==> config.mk <==
export PLATFORM = sky130hd
export DESIGN_NAME = bridge_pwm
export DESIGN_NICKNAME = d
export VERILOG_FILES = /design/src/shared/pwm_pkg.sv /design/src/logic/bridge_pwm.sv
export VERILOG_INCLUDE_DIRS = /design/src /design/src/shared
export SDC_FILE = /design/constraint.sdc
export NUM_CORES = 1
export LEC_CHECK = 0
export ABC_AREA = 1
export BUFFER_PORTS_ARGS = -buffer_cell sky130_fd_sc_hd__buf_2
export CORE_MARGIN = 2
export CORE_UTILIZATION = 31
export CTS_CLUSTER_DIAMETER = 150
export DETAILED_ROUTE_END_ITERATION = 8
export PLACE_DENSITY_LB_ADDON = 0.25
export SYNTH_ARGS = -nofsm -noshare
export SYNTH_HDL_FRONTEND = slang
export SYNTH_SLANG_ARGS = --single-unit
==> constraint.sdc <==
create_clock -name clk_i -period 4.4 [get_ports clk_i]
set_input_delay 0.66 -clock clk_i [delete_from_list [all_inputs] [get_ports clk_i]]
set_output_delay 0.66 -clock clk_i [all_outputs]
set_load 0.05 [all_outputs]
==> src/shared/pwm_defines.svh <==
// Register offsets, field positions, reset values and timing counts of the bridge PWM.
// Assumes a Wishbone word bus: register index times four is the byte address.
`ifndef PWM_DEFINES_SVH
`define PWM_DEFINES_SVH

// Register indices as printed
`define IDX_INTERRUPT_CONTROL 8'h0B
`define IDX_PERIPHERAL_FLAGS 8'h0C
`define IDX_PERIOD_TIMER_COUNT 8'h11
`define IDX_PERIOD_TIMER_CONTROL 8'h12
`define IDX_DUTY_WRITE_LOW 8'h15
`define IDX_PWM_MODE_CONTROL 8'h17
`define IDX_PORT_B_DIRECTION 8'h86
`define IDX_PERIPHERAL_ENABLES 8'h8C
`define IDX_PERIOD_LIMIT 8'h92
`define IDX_DEAD_BAND_DELAY 8'h97
`define IDX_DUTY_SHADOW 8'h16

// Reset values
`define RST_PERIOD_LIMIT 8'hFF
`define RST_PORT_B_DIRECTION 8'hFF
`define RST_ZERO 8'h00

// Field positions
`define FLD_PERIOD_MATCH 1
`define FLD_TIMER_RUN 2
`define FLD_DUTY_LOW_HI 5
`define FLD_DUTY_LOW_LO 4
`define FLD_BRIDGE_HI 7
`define FLD_BRIDGE_LO 6
`define FLD_POSTSCALE_HI 6
`define FLD_POSTSCALE_LO 3

// Bridge pin positions on port B (a on the main pin)
`define PIN_A 3
`define PIN_B 5
`define PIN_C 6
`define PIN_D 7

// One instruction cycle is four oscillator periods
`define OSC_PER_INSTR 4
`define INSTR_CYCLES(c) ((c) * `OSC_PER_INSTR)

`endif

==> src/shared/pwm_pkg.sv <==
// Types shared by the bridge PWM design.
// Assumes the defines header supplies numeric constants.
package pwm_pkg;
  // Output arrangement selection
  typedef enum logic [1:0] {
    BRIDGE_SINGLE = 2'h0,
    BRIDGE_FWD = 2'h1,
    BRIDGE_HALF = 2'h2,
    BRIDGE_REV = 2'h3
  } bridge_mode_e;
  // Dead band sequencer, gray from IDLE through WAIT to DRIVE; DRIVE back to IDLE flips both bits
  typedef enum logic [1:0] {
    DB_IDLE = 2'h0,
    DB_WAIT = 2'h1,
    DB_DRIVE = 2'h3
  } dead_band_e;
endpackage

==> src/logic/bridge_pwm.sv <==
// Bridge PWM with period timer, double-buffered 10-bit duty and dead band.
// Assumes a 20 MHz clk_i as oscillator, classic Wishbone master, sync reset.
`timescale 1ns/1ps
`default_nettype none
`include "pwm_defines.svh"

module bridge_pwm (
  // Clock and reset
  input wire logic clk_i,
  input wire logic rst_i,
  // Wishbone slave
  input wire logic cyc_i,
  input wire logic stb_i,
  input wire logic we_i,
  input wire logic [9:0] adr_i,
  input wire logic [3:0] sel_i,
  input wire logic [31:0] dat_i,
  output logic [31:0] dat_o,
  output logic ack_o,
  // Bridge pins: level and enable, enable low while driving
  output logic bridge_out_a_o,
  output logic bridge_out_b_o,
  output logic bridge_out_c_o,
  output logic bridge_out_d_o,
  output logic [3:0] bridge_oe_n_o
);

  // Software registers
  logic [7:0] interrupt_control_reg;
  logic [7:0] peripheral_flags_reg;
  logic [7:0] period_timer_reg;
  logic [7:0] period_timer_control_reg;
  logic [7:0] duty_write_reg;
  logic [7:0] pwm_mode_control_reg;
  logic [7:0] port_b_direction_reg;
  logic [7:0] peripheral_enables_reg;
  logic [7:0] period_limit_reg;
  logic [7:0] dead_band_delay_reg;
  // Internal timing state
  logic [9:0] duty_shadow_reg;
  logic [3:0] prescale_cnt_reg;
  logic [3:0] postscale_cnt_reg;
  logic [1:0] osc_cnt_reg;
  logic pwm_level_reg;
  logic [9:0] db_cnt_reg;
  pwm_pkg::dead_band_e db_state_reg;
  logic db_lead_reg;

  // Bus decode
  logic bus_req;
  logic bus_wr;
  logic [7:0] bus_idx;
  logic [7:0] wr_byte;
  assign bus_req = cyc_i && stb_i && !ack_o;
  assign bus_wr = bus_req && we_i && sel_i[0];
  assign bus_idx = adr_i[9:2];
  assign wr_byte = dat_i[7:0];

  // Write strobe for one register index
  function automatic logic wr_hit(input logic [7:0] idx);
    wr_hit = bus_wr && (bus_idx == idx);
  endfunction

  // Prescale factor from select field: 1, 4, 16, 16
  function automatic logic [3:0] prescale_max(input logic [1:0] sel);
    unique case (sel)
      2'h0: prescale_max = 4'h0;
      2'h1: prescale_max = 4'h3;
      default: prescale_max = 4'hF;
    endcase
  endfunction

  // Instruction cycle tick: one every four oscillator periods
  logic instr_tick;
  assign instr_tick = (osc_cnt_reg == 2'(`OSC_PER_INSTR - 1));
  always_ff @(posedge clk_i)
  begin
    if (rst_i)
      osc_cnt_reg <= 2'h0;
    else
      osc_cnt_reg <= osc_cnt_reg + 2'h1;
  end

  // Timer increment enable after prescaler
  logic timer_run;
  logic timer_inc;
  logic period_match;
  logic rollover;
  assign timer_run = period_timer_control_reg[`FLD_TIMER_RUN];
  assign timer_inc = timer_run && instr_tick
    && (prescale_cnt_reg == prescale_max(period_timer_control_reg[1:0]));
  assign period_match = (period_timer_reg == period_limit_reg);
  assign rollover = timer_inc && period_match;

  // Prescaler counts instruction cycles only while running
  always_ff @(posedge clk_i)
  begin
    if (rst_i)
      prescale_cnt_reg <= 4'h0;
    else if (wr_hit(`IDX_PERIOD_TIMER_COUNT) || wr_hit(`IDX_PERIOD_TIMER_CONTROL))
      prescale_cnt_reg <= 4'h0; // Timer writes restart the prescaler
    else if (timer_inc)
      prescale_cnt_reg <= 4'h0;
    else if (timer_run && instr_tick)
      prescale_cnt_reg <= prescale_cnt_reg + 4'h1;
  end

  // Period timer: clears on the increment after matching the limit
  always_ff @(posedge clk_i)
  begin
    if (rst_i)
      period_timer_reg <= `RST_ZERO;
    else if (wr_hit(`IDX_PERIOD_TIMER_COUNT))
      period_timer_reg <= wr_byte;
    else if (rollover)
      period_timer_reg <= 8'h00;
    else if (timer_inc)
      period_timer_reg <= period_timer_reg + 8'h01;
  end

  // Postscaler divides match events for the flag only
  logic post_done;
  assign post_done = (postscale_cnt_reg
    == period_timer_control_reg[`FLD_POSTSCALE_HI:`FLD_POSTSCALE_LO]);
  always_ff @(posedge clk_i)
  begin
    if (rst_i)
      postscale_cnt_reg <= 4'h0;
    else if (rollover && post_done)
      postscale_cnt_reg <= 4'h0;
    else if (rollover)
      postscale_cnt_reg <= postscale_cnt_reg + 4'h1;
  end

  // Duty reload into shadow at rollover; never touched directly by software
  always_ff @(posedge clk_i)
  begin
    if (rst_i)
      duty_shadow_reg <= 10'h000;
    else if (rollover)
      duty_shadow_reg <= {duty_write_reg,
        pwm_mode_control_reg[`FLD_DUTY_LOW_HI:`FLD_DUTY_LOW_LO]};
  end

  // Extended timer: one count per duty step, so duty is in prescaled oscillator periods
  logic [9:0] timer_ext;
  assign timer_ext = {period_timer_reg, (period_timer_control_reg[1:0] == 2'h0) ? osc_cnt_reg
    : (period_timer_control_reg[1] ? prescale_cnt_reg[3:2] : prescale_cnt_reg[1:0])};

  // Period start flag: set at rollover unless the new duty is zero
  logic [9:0] next_duty;
  assign next_duty = {duty_write_reg, pwm_mode_control_reg[5:4]};
  always_ff @(posedge clk_i)
  begin
    if (rst_i)
      pwm_level_reg <= 1'b0;
    else if (rollover)
      pwm_level_reg <= (next_duty != 10'h000);
  end

  // Main level falls in the very cycle the extended timer reaches duty
  logic pwm_level;
  assign pwm_level = pwm_level_reg && (timer_ext < duty_shadow_reg);

  // Dead band sequencer for half bridge: leading edge delayed
  logic half_mode;
  assign half_mode = (pwm_mode_control_reg[`FLD_BRIDGE_HI:`FLD_BRIDGE_LO]
    == pwm_pkg::BRIDGE_HALF);
  always_ff @(posedge clk_i)
  begin
    if (rst_i)
    begin
      db_state_reg <= pwm_pkg::DB_IDLE;
      db_cnt_reg <= 10'h000;
      db_lead_reg <= 1'b0;
    end
    else
    begin
      unique case (db_state_reg)
        pwm_pkg::DB_IDLE:
        begin
          // In half mode with a nonzero delay, any edge of the PWM level starts a delay
          if (pwm_level != db_lead_reg)
          begin
            if (!half_mode || dead_band_delay_reg == 8'h00)
              db_lead_reg <= pwm_level; // zero means no delay
            else
            begin
              db_cnt_reg <= 10'(`INSTR_CYCLES(dead_band_delay_reg)) - 10'h001;
              db_state_reg <= pwm_pkg::DB_WAIT;
            end
          end
        end
        pwm_pkg::DB_WAIT:
        begin
          // Both sides off while counting
          if (db_cnt_reg == 10'h000)
            db_state_reg <= pwm_pkg::DB_DRIVE;
          else
            db_cnt_reg <= db_cnt_reg - 10'h001;
        end
        pwm_pkg::DB_DRIVE:
        begin
          db_lead_reg <= pwm_level;
          db_state_reg <= pwm_pkg::DB_IDLE;
        end
        default:
          db_state_reg <= pwm_pkg::DB_IDLE;
      endcase
    end
  end

  // Active-level outputs before polarity, per arrangement
  logic [3:0] raw_out;
  logic db_gap;
  assign db_gap = (db_state_reg != pwm_pkg::DB_IDLE);
  always_comb
  begin
    raw_out = 4'h0;
    unique case (pwm_pkg::bridge_mode_e'(pwm_mode_control_reg[7:6]))
      pwm_pkg::BRIDGE_SINGLE: raw_out = {3'h0, pwm_level};
      pwm_pkg::BRIDGE_HALF: raw_out = db_gap ? 4'h0 : {2'h0, ~db_lead_reg, db_lead_reg};
      pwm_pkg::BRIDGE_FWD: raw_out = {pwm_level, 2'h0, 1'b1};
      pwm_pkg::BRIDGE_REV: raw_out = {1'b0, 1'b1, pwm_level, 1'b0};
    endcase
  end

  // Polarity: mode bit 1 sets a/c low-active, bit 0 sets b/d low-active
  logic [3:0] pol_out;
  assign pol_out = raw_out ^ {pwm_mode_control_reg[0], pwm_mode_control_reg[1],
    pwm_mode_control_reg[0], pwm_mode_control_reg[1]};

  // Output latches update every cycle, so one period fully initialises them
  always_ff @(posedge clk_i)
  begin
    if (rst_i)
    begin
      bridge_out_a_o <= 1'b0;
      bridge_out_b_o <= 1'b0;
      bridge_out_c_o <= 1'b0;
      bridge_out_d_o <= 1'b0;
      bridge_oe_n_o <= 4'hF;
    end
    else
    begin
      bridge_out_a_o <= pol_out[0];
      bridge_out_b_o <= pol_out[1];
      bridge_out_c_o <= pol_out[2];
      bridge_out_d_o <= pol_out[3];
      bridge_oe_n_o <= {port_b_direction_reg[`PIN_D], port_b_direction_reg[`PIN_C],
        port_b_direction_reg[`PIN_B], port_b_direction_reg[`PIN_A]};
    end
  end

  // Match flag: hardware set wins over a software clear
  logic flag_set;
  assign flag_set = rollover && post_done;
  always_ff @(posedge clk_i)
  begin
    if (rst_i)
      peripheral_flags_reg <= `RST_ZERO;
    else
    begin
      if (wr_hit(`IDX_PERIPHERAL_FLAGS))
        peripheral_flags_reg <= wr_byte & 8'h4F; // Unimplemented bits stay zero
      if (flag_set)
        peripheral_flags_reg[`FLD_PERIOD_MATCH] <= 1'b1;
    end
  end

  // Plain software registers
  always_ff @(posedge clk_i)
  begin
    if (rst_i)
    begin
      interrupt_control_reg <= `RST_ZERO;
      period_timer_control_reg <= `RST_ZERO;
      duty_write_reg <= `RST_ZERO;
      pwm_mode_control_reg <= `RST_ZERO;
      port_b_direction_reg <= `RST_PORT_B_DIRECTION;
      peripheral_enables_reg <= `RST_ZERO;
      period_limit_reg <= `RST_PERIOD_LIMIT;
      dead_band_delay_reg <= `RST_ZERO;
    end
    else
    begin
      if (wr_hit(`IDX_INTERRUPT_CONTROL))
        interrupt_control_reg <= wr_byte;
      if (wr_hit(`IDX_PERIOD_TIMER_CONTROL))
        period_timer_control_reg <= wr_byte & 8'h7F;
      if (wr_hit(`IDX_DUTY_WRITE_LOW))
        duty_write_reg <= wr_byte;
      if (wr_hit(`IDX_PWM_MODE_CONTROL))
        pwm_mode_control_reg <= wr_byte;
      if (wr_hit(`IDX_PORT_B_DIRECTION))
        port_b_direction_reg <= wr_byte;
      if (wr_hit(`IDX_PERIPHERAL_ENABLES))
        peripheral_enables_reg <= wr_byte & 8'h4F;
      if (wr_hit(`IDX_PERIOD_LIMIT))
        period_limit_reg <= wr_byte;
      if (wr_hit(`IDX_DEAD_BAND_DELAY))
        dead_band_delay_reg <= wr_byte;
    end
  end

  // Read mux; unmapped indices read zero
  logic [7:0] rd_byte;
  always_comb
  begin
    unique case (bus_idx)
      `IDX_INTERRUPT_CONTROL: rd_byte = interrupt_control_reg;
      `IDX_PERIPHERAL_FLAGS: rd_byte = peripheral_flags_reg;
      `IDX_PERIOD_TIMER_COUNT: rd_byte = period_timer_reg;
      `IDX_PERIOD_TIMER_CONTROL: rd_byte = period_timer_control_reg;
      `IDX_DUTY_WRITE_LOW: rd_byte = duty_write_reg;
      `IDX_DUTY_SHADOW: rd_byte = duty_shadow_reg[9:2];
      `IDX_PWM_MODE_CONTROL: rd_byte = pwm_mode_control_reg;
      `IDX_PORT_B_DIRECTION: rd_byte = port_b_direction_reg;
      `IDX_PERIPHERAL_ENABLES: rd_byte = peripheral_enables_reg;
      `IDX_PERIOD_LIMIT: rd_byte = period_limit_reg;
      `IDX_DEAD_BAND_DELAY: rd_byte = dead_band_delay_reg;
      default: rd_byte = 8'h00;
    endcase
  end

  // Single-wait ack; every address is answered so the bus never hangs
  always_ff @(posedge clk_i)
  begin
    if (rst_i)
    begin
      ack_o <= 1'b0;
      dat_o <= 32'h0000_0000;
    end
    else
    begin
      ack_o <= bus_req;
      if (bus_req && !we_i)
        dat_o <= {24'h000000, rd_byte};
    end
  end

endmodule
`default_nettype wire

-- Word-level counts from Yosys, hierarchy flattened
Index checks and enable logic that the tools add are counted.
- flip-flop bits (word level): 124
- input bits: 51
- output and inout bits: 41
- word-level logic and storage cells: 125
- add/subtract/negate cells: 6
- $lt $le $gt $ge: 1
- equal/unequal tests: 27
- mux-type cells: 22
- bitwise logic cells: 2
- reduce and logical (&&, ||, !) cells: 41
- operators with widths (operator ; number):
    case mux 8 bit (11 select lines) ; 1
    equality test 8 x 5 -> 1 bit (second input constant) ; 5
    equality test 8 bit (second input constant) ; 4
    2-to-1 mux 10 bit ; 3
    2-to-1 mux 8 bit ; 3
    logical AND 1 bit ; 20
    case mux 10 bit (2 select lines) ; 1
    subtractor 10 x 1 -> 10 bit (second input constant) ; 2
    equality test 8 x 4 -> 1 bit (second input constant) ; 2
    case mux 4 bit (4 select lines) ; 1
    2-to-1 mux 2 bit ; 7
    logical NOT 10 bit ; 1
    < comparator 10 bit ; 1
    inequality test 2 bit (second input constant) ; 5
    nonzero test 10 bit ; 1
    adder 4 x 1 -> 4 bit (second input constant) ; 2
    adder 8 x 1 -> 8 bit (second input constant) ; 1
    equality test 2 bit (second input constant) ; 4
    equality test 4 bit ; 2
    equality test 8 bit ; 1
    logical NOT 8 bit ; 1
    case mux 4 bit (2 select lines) ; 1
    nonzero test 2 bit ; 4
    equality test 2 x 1 -> 1 bit (second input constant) ; 3
    other kinds (15) ; 23

-- Logic depth before layout (Yosys ltp)
Gate-level depths: netlist of run 1.
- depth in word-level cells: 7
- depth in mapped cells: 15
- gate-level depth less buffers: 14

-- Least setup slack after synthesis of run 1
Ideal clock, no wire load.
- path kind: in2reg
- from: in adr_i[5]
- to: reg period_timer_reg[4]
- arrival time: 1.770 ns
- path slack: 2.520 ns
- stages on the path: 11
- path buffers: 0
- cell sequence: or2_4 > nor2_2 > nand2_2 > nor2_4 > inv_2 > nand2_2 > inv_2 > nand2_1 > nand3_1 > nand2_1 > inv_1
- longest elaborated chain between the ends: 3
- elaborated cells between the ends (all ways): 4
- classes of those cells: 1 x eq/ne; 1 x mux; 2 x reduce/logical
- ends and longest elaborated chain (what ; RTL line ; source):
    start, declared ; bridge_pwm.sv:15 ; input wire logic [9:0] adr_i,
    equality test 8 x 5 -> 1 bit (*) ; bridge_pwm.sv:61 ; wr_hit = bus_wr && (bus_idx == idx);
    logical AND 1 bit (*) ; bridge_pwm.sv:61 ;
    nonzero test 3 bit (no source line) / 2-to-1 mux 8 bit (equally long branches) ; - ;
    end signal, assigned ; bridge_pwm.sv:112 ; period_timer_reg <= `RST_ZERO;
    end signal, assigned ; bridge_pwm.sv:114 ; period_timer_reg <= wr_byte;
    end signal, assigned ; bridge_pwm.sv:118 ; period_timer_reg <= period_timer_reg + 8'h01;
    end, declared ; bridge_pwm.sv:31 ; logic [7:0] period_timer_reg;
Every way passes the cells marked *; elsewhere a longest branch is shown, timed or not.
A chain may end at the register's enable or synchronous reset.

-- Worst setup path in the final report of run 1
- from: reg period_timer_reg[7]
- to: reg db_cnt_reg[2]
- longest elaborated chain between the ends: 5
- ends and longest elaborated chain (what ; RTL line ; source):
    < comparator 10 bit ; bridge_pwm.sv:163 ; assign pwm_level = pwm_level_reg && (timer_ext < duty_shadow_reg);
    logical AND 1 bit ; bridge_pwm.sv:163 ;
    inequality test 1 bit ; bridge_pwm.sv:183 ; if (pwm_level != db_lead_reg)
    inequality test 2 bit (no source line) ; - ;
    AND reduction 4 bit (no source line) ; - ;
    end signal, assigned ; bridge_pwm.sv:189 ; db_cnt_reg <= 10'(`INSTR_CYCLES(dead_band_delay_reg)) - 10'h001;
    end signal, assigned ; bridge_pwm.sv:200 ; db_cnt_reg <= db_cnt_reg - 10'h001;
    end, declared ; bridge_pwm.sv:45 ; logic [9:0] db_cnt_reg;
Every way passes these cells.

==> metrics, run 1 <==
Setup crit end kind=flop; DP Cell Count=1214; Setup crit start=period_timer_reg[7]; non-filler cells, final=1246; Leakage=0.003102 uW; Hold-fix buffers, CTS=0; io pins=92; Post-synth EDFFs=0; Final Max Slew Viols=0; Die Y=148.8 um; Setup CP Type=flop to flop; number of H-tree levels=4; min Tclk post-route=2.692 ns; vias per std cell=4.868; Synthesis Warnings=0; Slew HR=0.4085; Total GRT Usage=0.1743; PD cells=367.7 nW/um2; setup repair bufs after CTS=0; most frequent cells in the layout=178 x nand2_1, 124 x dfxtp_1, 101 x inv_1; CTS tree=done; Reg-to-Reg Start=period_timer_reg[7]; maximum clock insertion buffer count=2; synth unique cells=43; sequential area share after synthesis=0.3818; Worst VDD drop=211.9 uV; syn_area_per_cell=7.013 um2; fin nets=1030; status=finished clean; DR pass1 iterations=5; post-synth top area share=0.3818; setup violators final=0; most common cell after layout, fill and taps aside=nand2_1; prevailing post-synth register cell=dfxtp_1; Die X=148.8 um; Area contributors post-synth=dfxtp_1 38%, nand2_1 10%, o21ai_0 7.3%, a21oi_1 7.0%, inv_1 5.8%; Hold Crit Class=flop to flop; CTS buffer count=17; Max Cap Viol=0; clock skew after layout=0.01387 ns; Root Buffer=clkbuf_16; IO Port Bufs=38; Yosys reg bits=124; Worst Tran Pin Value=0.8860 ns; CP Max Fanout=20; Async S/R FF share, synth=0; Fin Setup TNS=0 ns; critical path arrival=3.00 ns; Diodes inserted=0; global-route wire length before repair=29570 um; DRC=0; Mapped Cells=927; die area=22150 um2; Tcrit/Tclk final=0.6118; startpoint types=flop; Clock Latency Late Sink=0.42 ns; post-route ant nets=0; standard-cell rows=52; initial antenna violation count=0; vias in the first global route=5304; CTS clk-pin slew, worst paths=0.06 ns; largest net degree at the start of global routing=58; Req. time, crit path=4.71 ns; Synth area leader=dfxtp_1; fin util=0.3648; CTS sink cnt=124; Iter 0 DRT Violations=362; Vias=6065; Cell Area, Synth=6501 um2; share of layout cells above drive strength 1=0.1055; final hold vios=0; DP HPWL=13860 um; Starting Density=0.3182; Hold Crit Start=port_b_direction_reg[5]; GPL Wtd Cong=0.8784; dpl cell area=6837 um2; f_max=0.3715 GHz; WL per Instance=15.32 um; fin area=7453 um2; RSZ-0062 raised after global routing=no; WL final=19090 um; core footprint=20430 um2; Layout area overhead=14.65%; GRT Residual Overflow=0; CTS resizes=0
critical path, stage by stage (launching register included):
cell and delay, ns:
dfxtp_1 0.52, ha_1 0.30, nand2_1 0.11, inv_1 0.05
nand2_1 0.05, nand2_1 0.05, a21oi_1 0.27, nand3_2 0.16
nand2_1 0.08, nand3_1 0.54, nand2_1 0.26, nand2_1 0.07
nand2_1 0.06, nor2_1 0.05
layout make-up:
| cell class | instances | area, um2 |
|---|---|---|
| clock buffers | 20 | 446.7 |
| clock inverters | 12 | 170.2 |
| fillers | 2194 | 12980 |
| inverters | 114 | 427.9 |
| multi-input cells | 667 | 3391 |
| flip-flops and latches | 124 | 2482 |
| well taps | 270 | 337.8 |
| repair buffers | 39 | 197.7 |
logic make-up (layout without fill, tap and decap cells):
kind of cell / Yosys count / after routing / share of synthesized area
fa+ha+maj: 16 / 16 / 0.03079
xor+xnor: 21 / 21 / 0.02829
buf+inv: 159 / 185 / 0.1099
flops: 124 / 124 / 0.3818
simple gates: 381 / 381 / 0.2621
other cells: 1 / 24 / 0.0005768
compound gates: 225 / 225 / 0.1865
routing by layer:
layer | GRT usage | vias up | share of wire | routed length [um]
li1 | - | 3093 | - | -
met4 | 0.04714 | 0 | 0.011 | 218
met3 | 0.03303 | 16 | 0.045 | 856
met1 | 0.2445 | 2797 | 0.49 | 9283
met2 | 0.2752 | 159 | 0.46 | 8734
met5 | 0 | - | 0 | 0
where the power goes:
group	switching (uW)	internal, uW
logic	114	20.9
registers	1.42	1130
clock network	521	958
total	636	2100
path summary, 6_finish.rpt:
kind | end | slack (ns) | depth (start not counted)
worst max-delay path | db_cnt_reg[2] | 1.71 | 13
worst min-delay path | bridge_oe_n_o[1] | 0.44 | 2
worst max register to register | db_cnt_reg[2] | 1.71 | 13
worst min register to register | bridge_oe_n_o[1] | 0.44 | 2
cell usage after synthesis (all sizes together), types with 3 or more instances:
| library cell | number |
|---|---|
| o211ai | 16 |
| nand2 | 182 |
| o21ai | 103 |
| xor2 | 19 |
| nand3 | 59 |
| nand3b | 5 |
| nand4 | 12 |
| a31oi | 8 |
| buf | 33 |
| a21oi | 91 |
| inv | 112 |
| dfxtp | 124 |
| o22ai | 3 |
| clkbuf | 12 |
| ha | 16 |
| nor2 | 103 |
| nor3 | 13 |
through the flow:
stage	hold slack, ns	setup slack (ns)	total power (uW)
2_1_floorplan	0.4004	2.520	1261
3_3_place_gp	0.4266	1.649	1285
3_5_place_dp	0.4315	1.620	1286
4_1_cts	0.4435	1.707	2766
5_1_grt	0.4563	1.452	2824
6_report	0.4423	1.708	2740
No activity file was read; power rests on OpenSTA's default activity.
==> inputs of run 2 (changes only) <==
==> constraint.sdc (replaced) <==
create_clock -name clk_i -period 2.2 [get_ports clk_i]
set_input_delay 0.33 -clock clk_i [delete_from_list [all_inputs] [get_ports clk_i]]
set_output_delay 0.33 -clock clk_i [all_outputs]
set_load 0.05 [all_outputs]
==> run 2 against run 1 <==
- combinational power increased by 110%
- sequential cell count unchanged
- critical endpoint unchanged
- clock skew decreased by 0.0028 ns
- first-iteration DRC count increased by 12%
==> metrics, run 2 (same netlist as run 1, synthesis figures left out) <==
fin util=0.3831 (was 0.3648); DR pass1 iterations=6 (was 5); setup violators final=0 (unchanged); critical path arrival=2.32 ns (was 3.00 ns); Layout area overhead=20.40% (was 14.65%); Clock Latency Late Sink=0.43 ns (was 0.42 ns); io pins=92 (unchanged); vias per std cell=4.711 (was 4.868); final hold vios=0 (unchanged); CTS clk-pin slew, worst paths=0.06 ns (about the same); crit-path cells=inv_1, ha_1, a21oi_1, nand2_1, a21oi_2, nand3_2, nand2_1, nand3_1, buf_12, nand2_1, nand2_1, nand2_1, nor2_1 (was ha_1, nand2_1, inv_1, nand2_1, nand2_1, a21oi_1, nand3_2, nand2_1, nand3_1, nand2_1, nand2_1, nand2_1, nor2_1); fin nets=1066 (was 1030); post-route ant nets=0 (unchanged); Die X=148.8 um (unchanged); share of power burned in registers=0.388 (was 0.411); biggest cell delay along the critical path=0.38 ns (was 0.54 ns); CTS tree=done (unchanged); Power, Total=5802 uW (was 2740 uW); number of H-tree levels=4 (unchanged); Setup CP Type=flop to flop (unchanged); Worst Tran Pin Value=0.5127 ns (was 0.8860 ns); dpl cell area=7132 um2 (was 6837 um2); Starting Density=0.3182 (unchanged); largest net degree at the start of global routing=99 (was 58); Root Buffer=clkbuf_16 (unchanged); IO Port Bufs=38 (unchanged); Post-Place Worst Slack=0.1341 ns (was 1.620 ns); global-route wire length before repair=31200 um (was 29570 um); share of layout cells above drive strength 1=0.1453 (was 0.1055); Logic pwr share=0.048 (was 0.049); Max Cap Viol=0 (unchanged); vias in the first global route=5708 (was 5304); die area=22150 um2 (unchanged); Slew HR=0.6561 (was 0.4085); GPL Wtd Cong=0.8327 (was 0.8784); CTS sink cnt=124 (unchanged); sw power=1355 uW (was 636.1 uW); Sw Share=0.2336 (was 0.2321); WL final=19480 um (was 19090 um); DRC=0 (unchanged); standard-cell rows=52 (unchanged); fill cell count=2206 (was 2194); most common cell after layout, fill and taps aside=nand2_1 (unchanged); Worst VDD drop=288.1 uV (was 211.9 uV); core footprint=20430 um2 (unchanged); delay-heaviest family, CP=simple AND/OR/NAND/NOR gates (unchanged); f_max=0.5019 GHz (was 0.3715 GHz); clock share of power=0.563 (was 0.540); CP max stage cell=dfxtp_1 (was nand3_1); PD cells=741.2 nW/um2 (was 367.7 nW/um2); Vias=6039 (was 6065); startpoint types=flop (unchanged); Fin Setup TNS=0 ns (unchanged); Total GRT Usage=0.1843 (was 0.1743); Die Y=148.8 um (unchanged); Diodes inserted=0 (unchanged); final worst slack=0.2076 ns (was 1.708 ns); Iter 0 DRT Violations=406 (was 362); Pint=4446 uW (was 2104 uW); Worst Path Buf+Inv=2 (was 1); status=finished clean (unchanged); CTS buffer count=17 (unchanged); maximum clock insertion buffer count=2 (unchanged); RSZ-0062 raised after global routing=no (unchanged); initial antenna violation count=0 (unchanged); min Tclk post-route=1.992 ns (was 2.692 ns); CP Max Fanout=20 (unchanged); Tcrit/Tclk final=0.9057 (was 0.6118); Leakage=0.003341 uW (was 0.003102 uW); Final Max Slew Viols=0 (unchanged); DP HPWL=14200 um (was 13860 um); Setup crit end kind=flop (unchanged); fin area=7828 um2 (was 7453 um2); Most common cell on crit path=nand2_1 (unchanged); Hold Crit Class=input port to flop (was flop to flop); most frequent cells in the layout=178 x nand2_1, 121 x dfxtp_1, 101 x inv_1 (was 178 x nand2_1, 124 x dfxtp_1, 101 x inv_1); Hold-fix buffers, CTS=0 (unchanged); Req. time, crit path=2.52 ns (was 4.71 ns); WL per Instance=15.19 um (was 15.32 um); clock skew after layout=0.01104 ns (was 0.01387 ns); GRT Residual Overflow=0 (unchanged)
==> run 2: cell types whose count changed in the layout (fill, tap and decap cells not counted), sizes merged <==
cell,before,now
buf,39,75
inv,113,118
clkbuf,20,17
bufinv,4,6
clkinv,5,4
clkinvlp,4,1
==> run 2: stage by stage <==
step / hold WS, ns / instances
6_report: 0.1742 / 1282
5_1_grt: 0.1900 / 1282
4_1_cts: 0.1622 / 1282
3_5_place_dp: 0.4424 / 1250
3_3_place_gp: 0.4220 / 1250
2_1_floorplan: 0.4004 / 950
==> run 2: cell type report <==
class                           count  area, um2  share of cell area
Sequential cell                   124       2486              0.3176
Clock inverter                     15      257.7             0.03293
Clock buffer                       17      425.4             0.05435
Timing Repair Buffer               75      493.0             0.06298
Tap cell                          270      337.8             0.04316
Inverter                          114      427.9             0.05467
Multi-Input combinational cell    667       3400              0.4343
==> run 2: final timing paths <==
kind | from | end | slack (ns) | cells after the start
min reg2reg | port_b_direction_reg[5] | bridge_oe_n_o[1] | 0.45 | 2
max reg2reg | duty_shadow_reg[5] | db_cnt_reg[2] | 0.21 | 13
min | dat_i[0] | period_limit_reg[0] | 0.17 | 3
max | duty_shadow_reg[5] | db_cnt_reg[2] | 0.21 | 13
==> run 2: per-layer routing <==
metal  wire length (um)  GRT usage  vias to the layer above
met2               8925     0.2905                      134
met5                  0          0                        -
met4                318    0.06000                        0
met3                838    0.03761                       26
li1                   -          -                     3168
met1               9396     0.2531                     2711
==> run 2: worst reg2reg max path: stages, from the launching register on <==
cell and delay [ns]:
dfxtp_1 0.38, inv_1 0.07, ha_1 0.28, a21oi_1 0.16, nand2_1 0.08, a21oi_2 0.22
nand3_2 0.11, nand2_1 0.07, nand3_1 0.11, buf_12 0.18, nand2_1 0.08, nand2_1 0.05
nand2_1 0.05, nor2_1 0.04
==> run 2: what timing repair did <==
item | in CTS | in global routing
setup buffers | 0 | 0
gates resized for setup | 0 | 6
setup endpoints to repair | 0 | 14
==> run 2: power groups by stage <==
stage / clock (uW) / sequential [uW] / combinational [uW]
after global routing: 3430 / 2250 / 303
after floorplan: 0 / 2310 / 217
final: 3270 / 2250 / 279
after global placement: 0 / 2300 / 278
after detailed placement: 0 / 2300 / 278
after CTS: 3340 / 2250 / 279
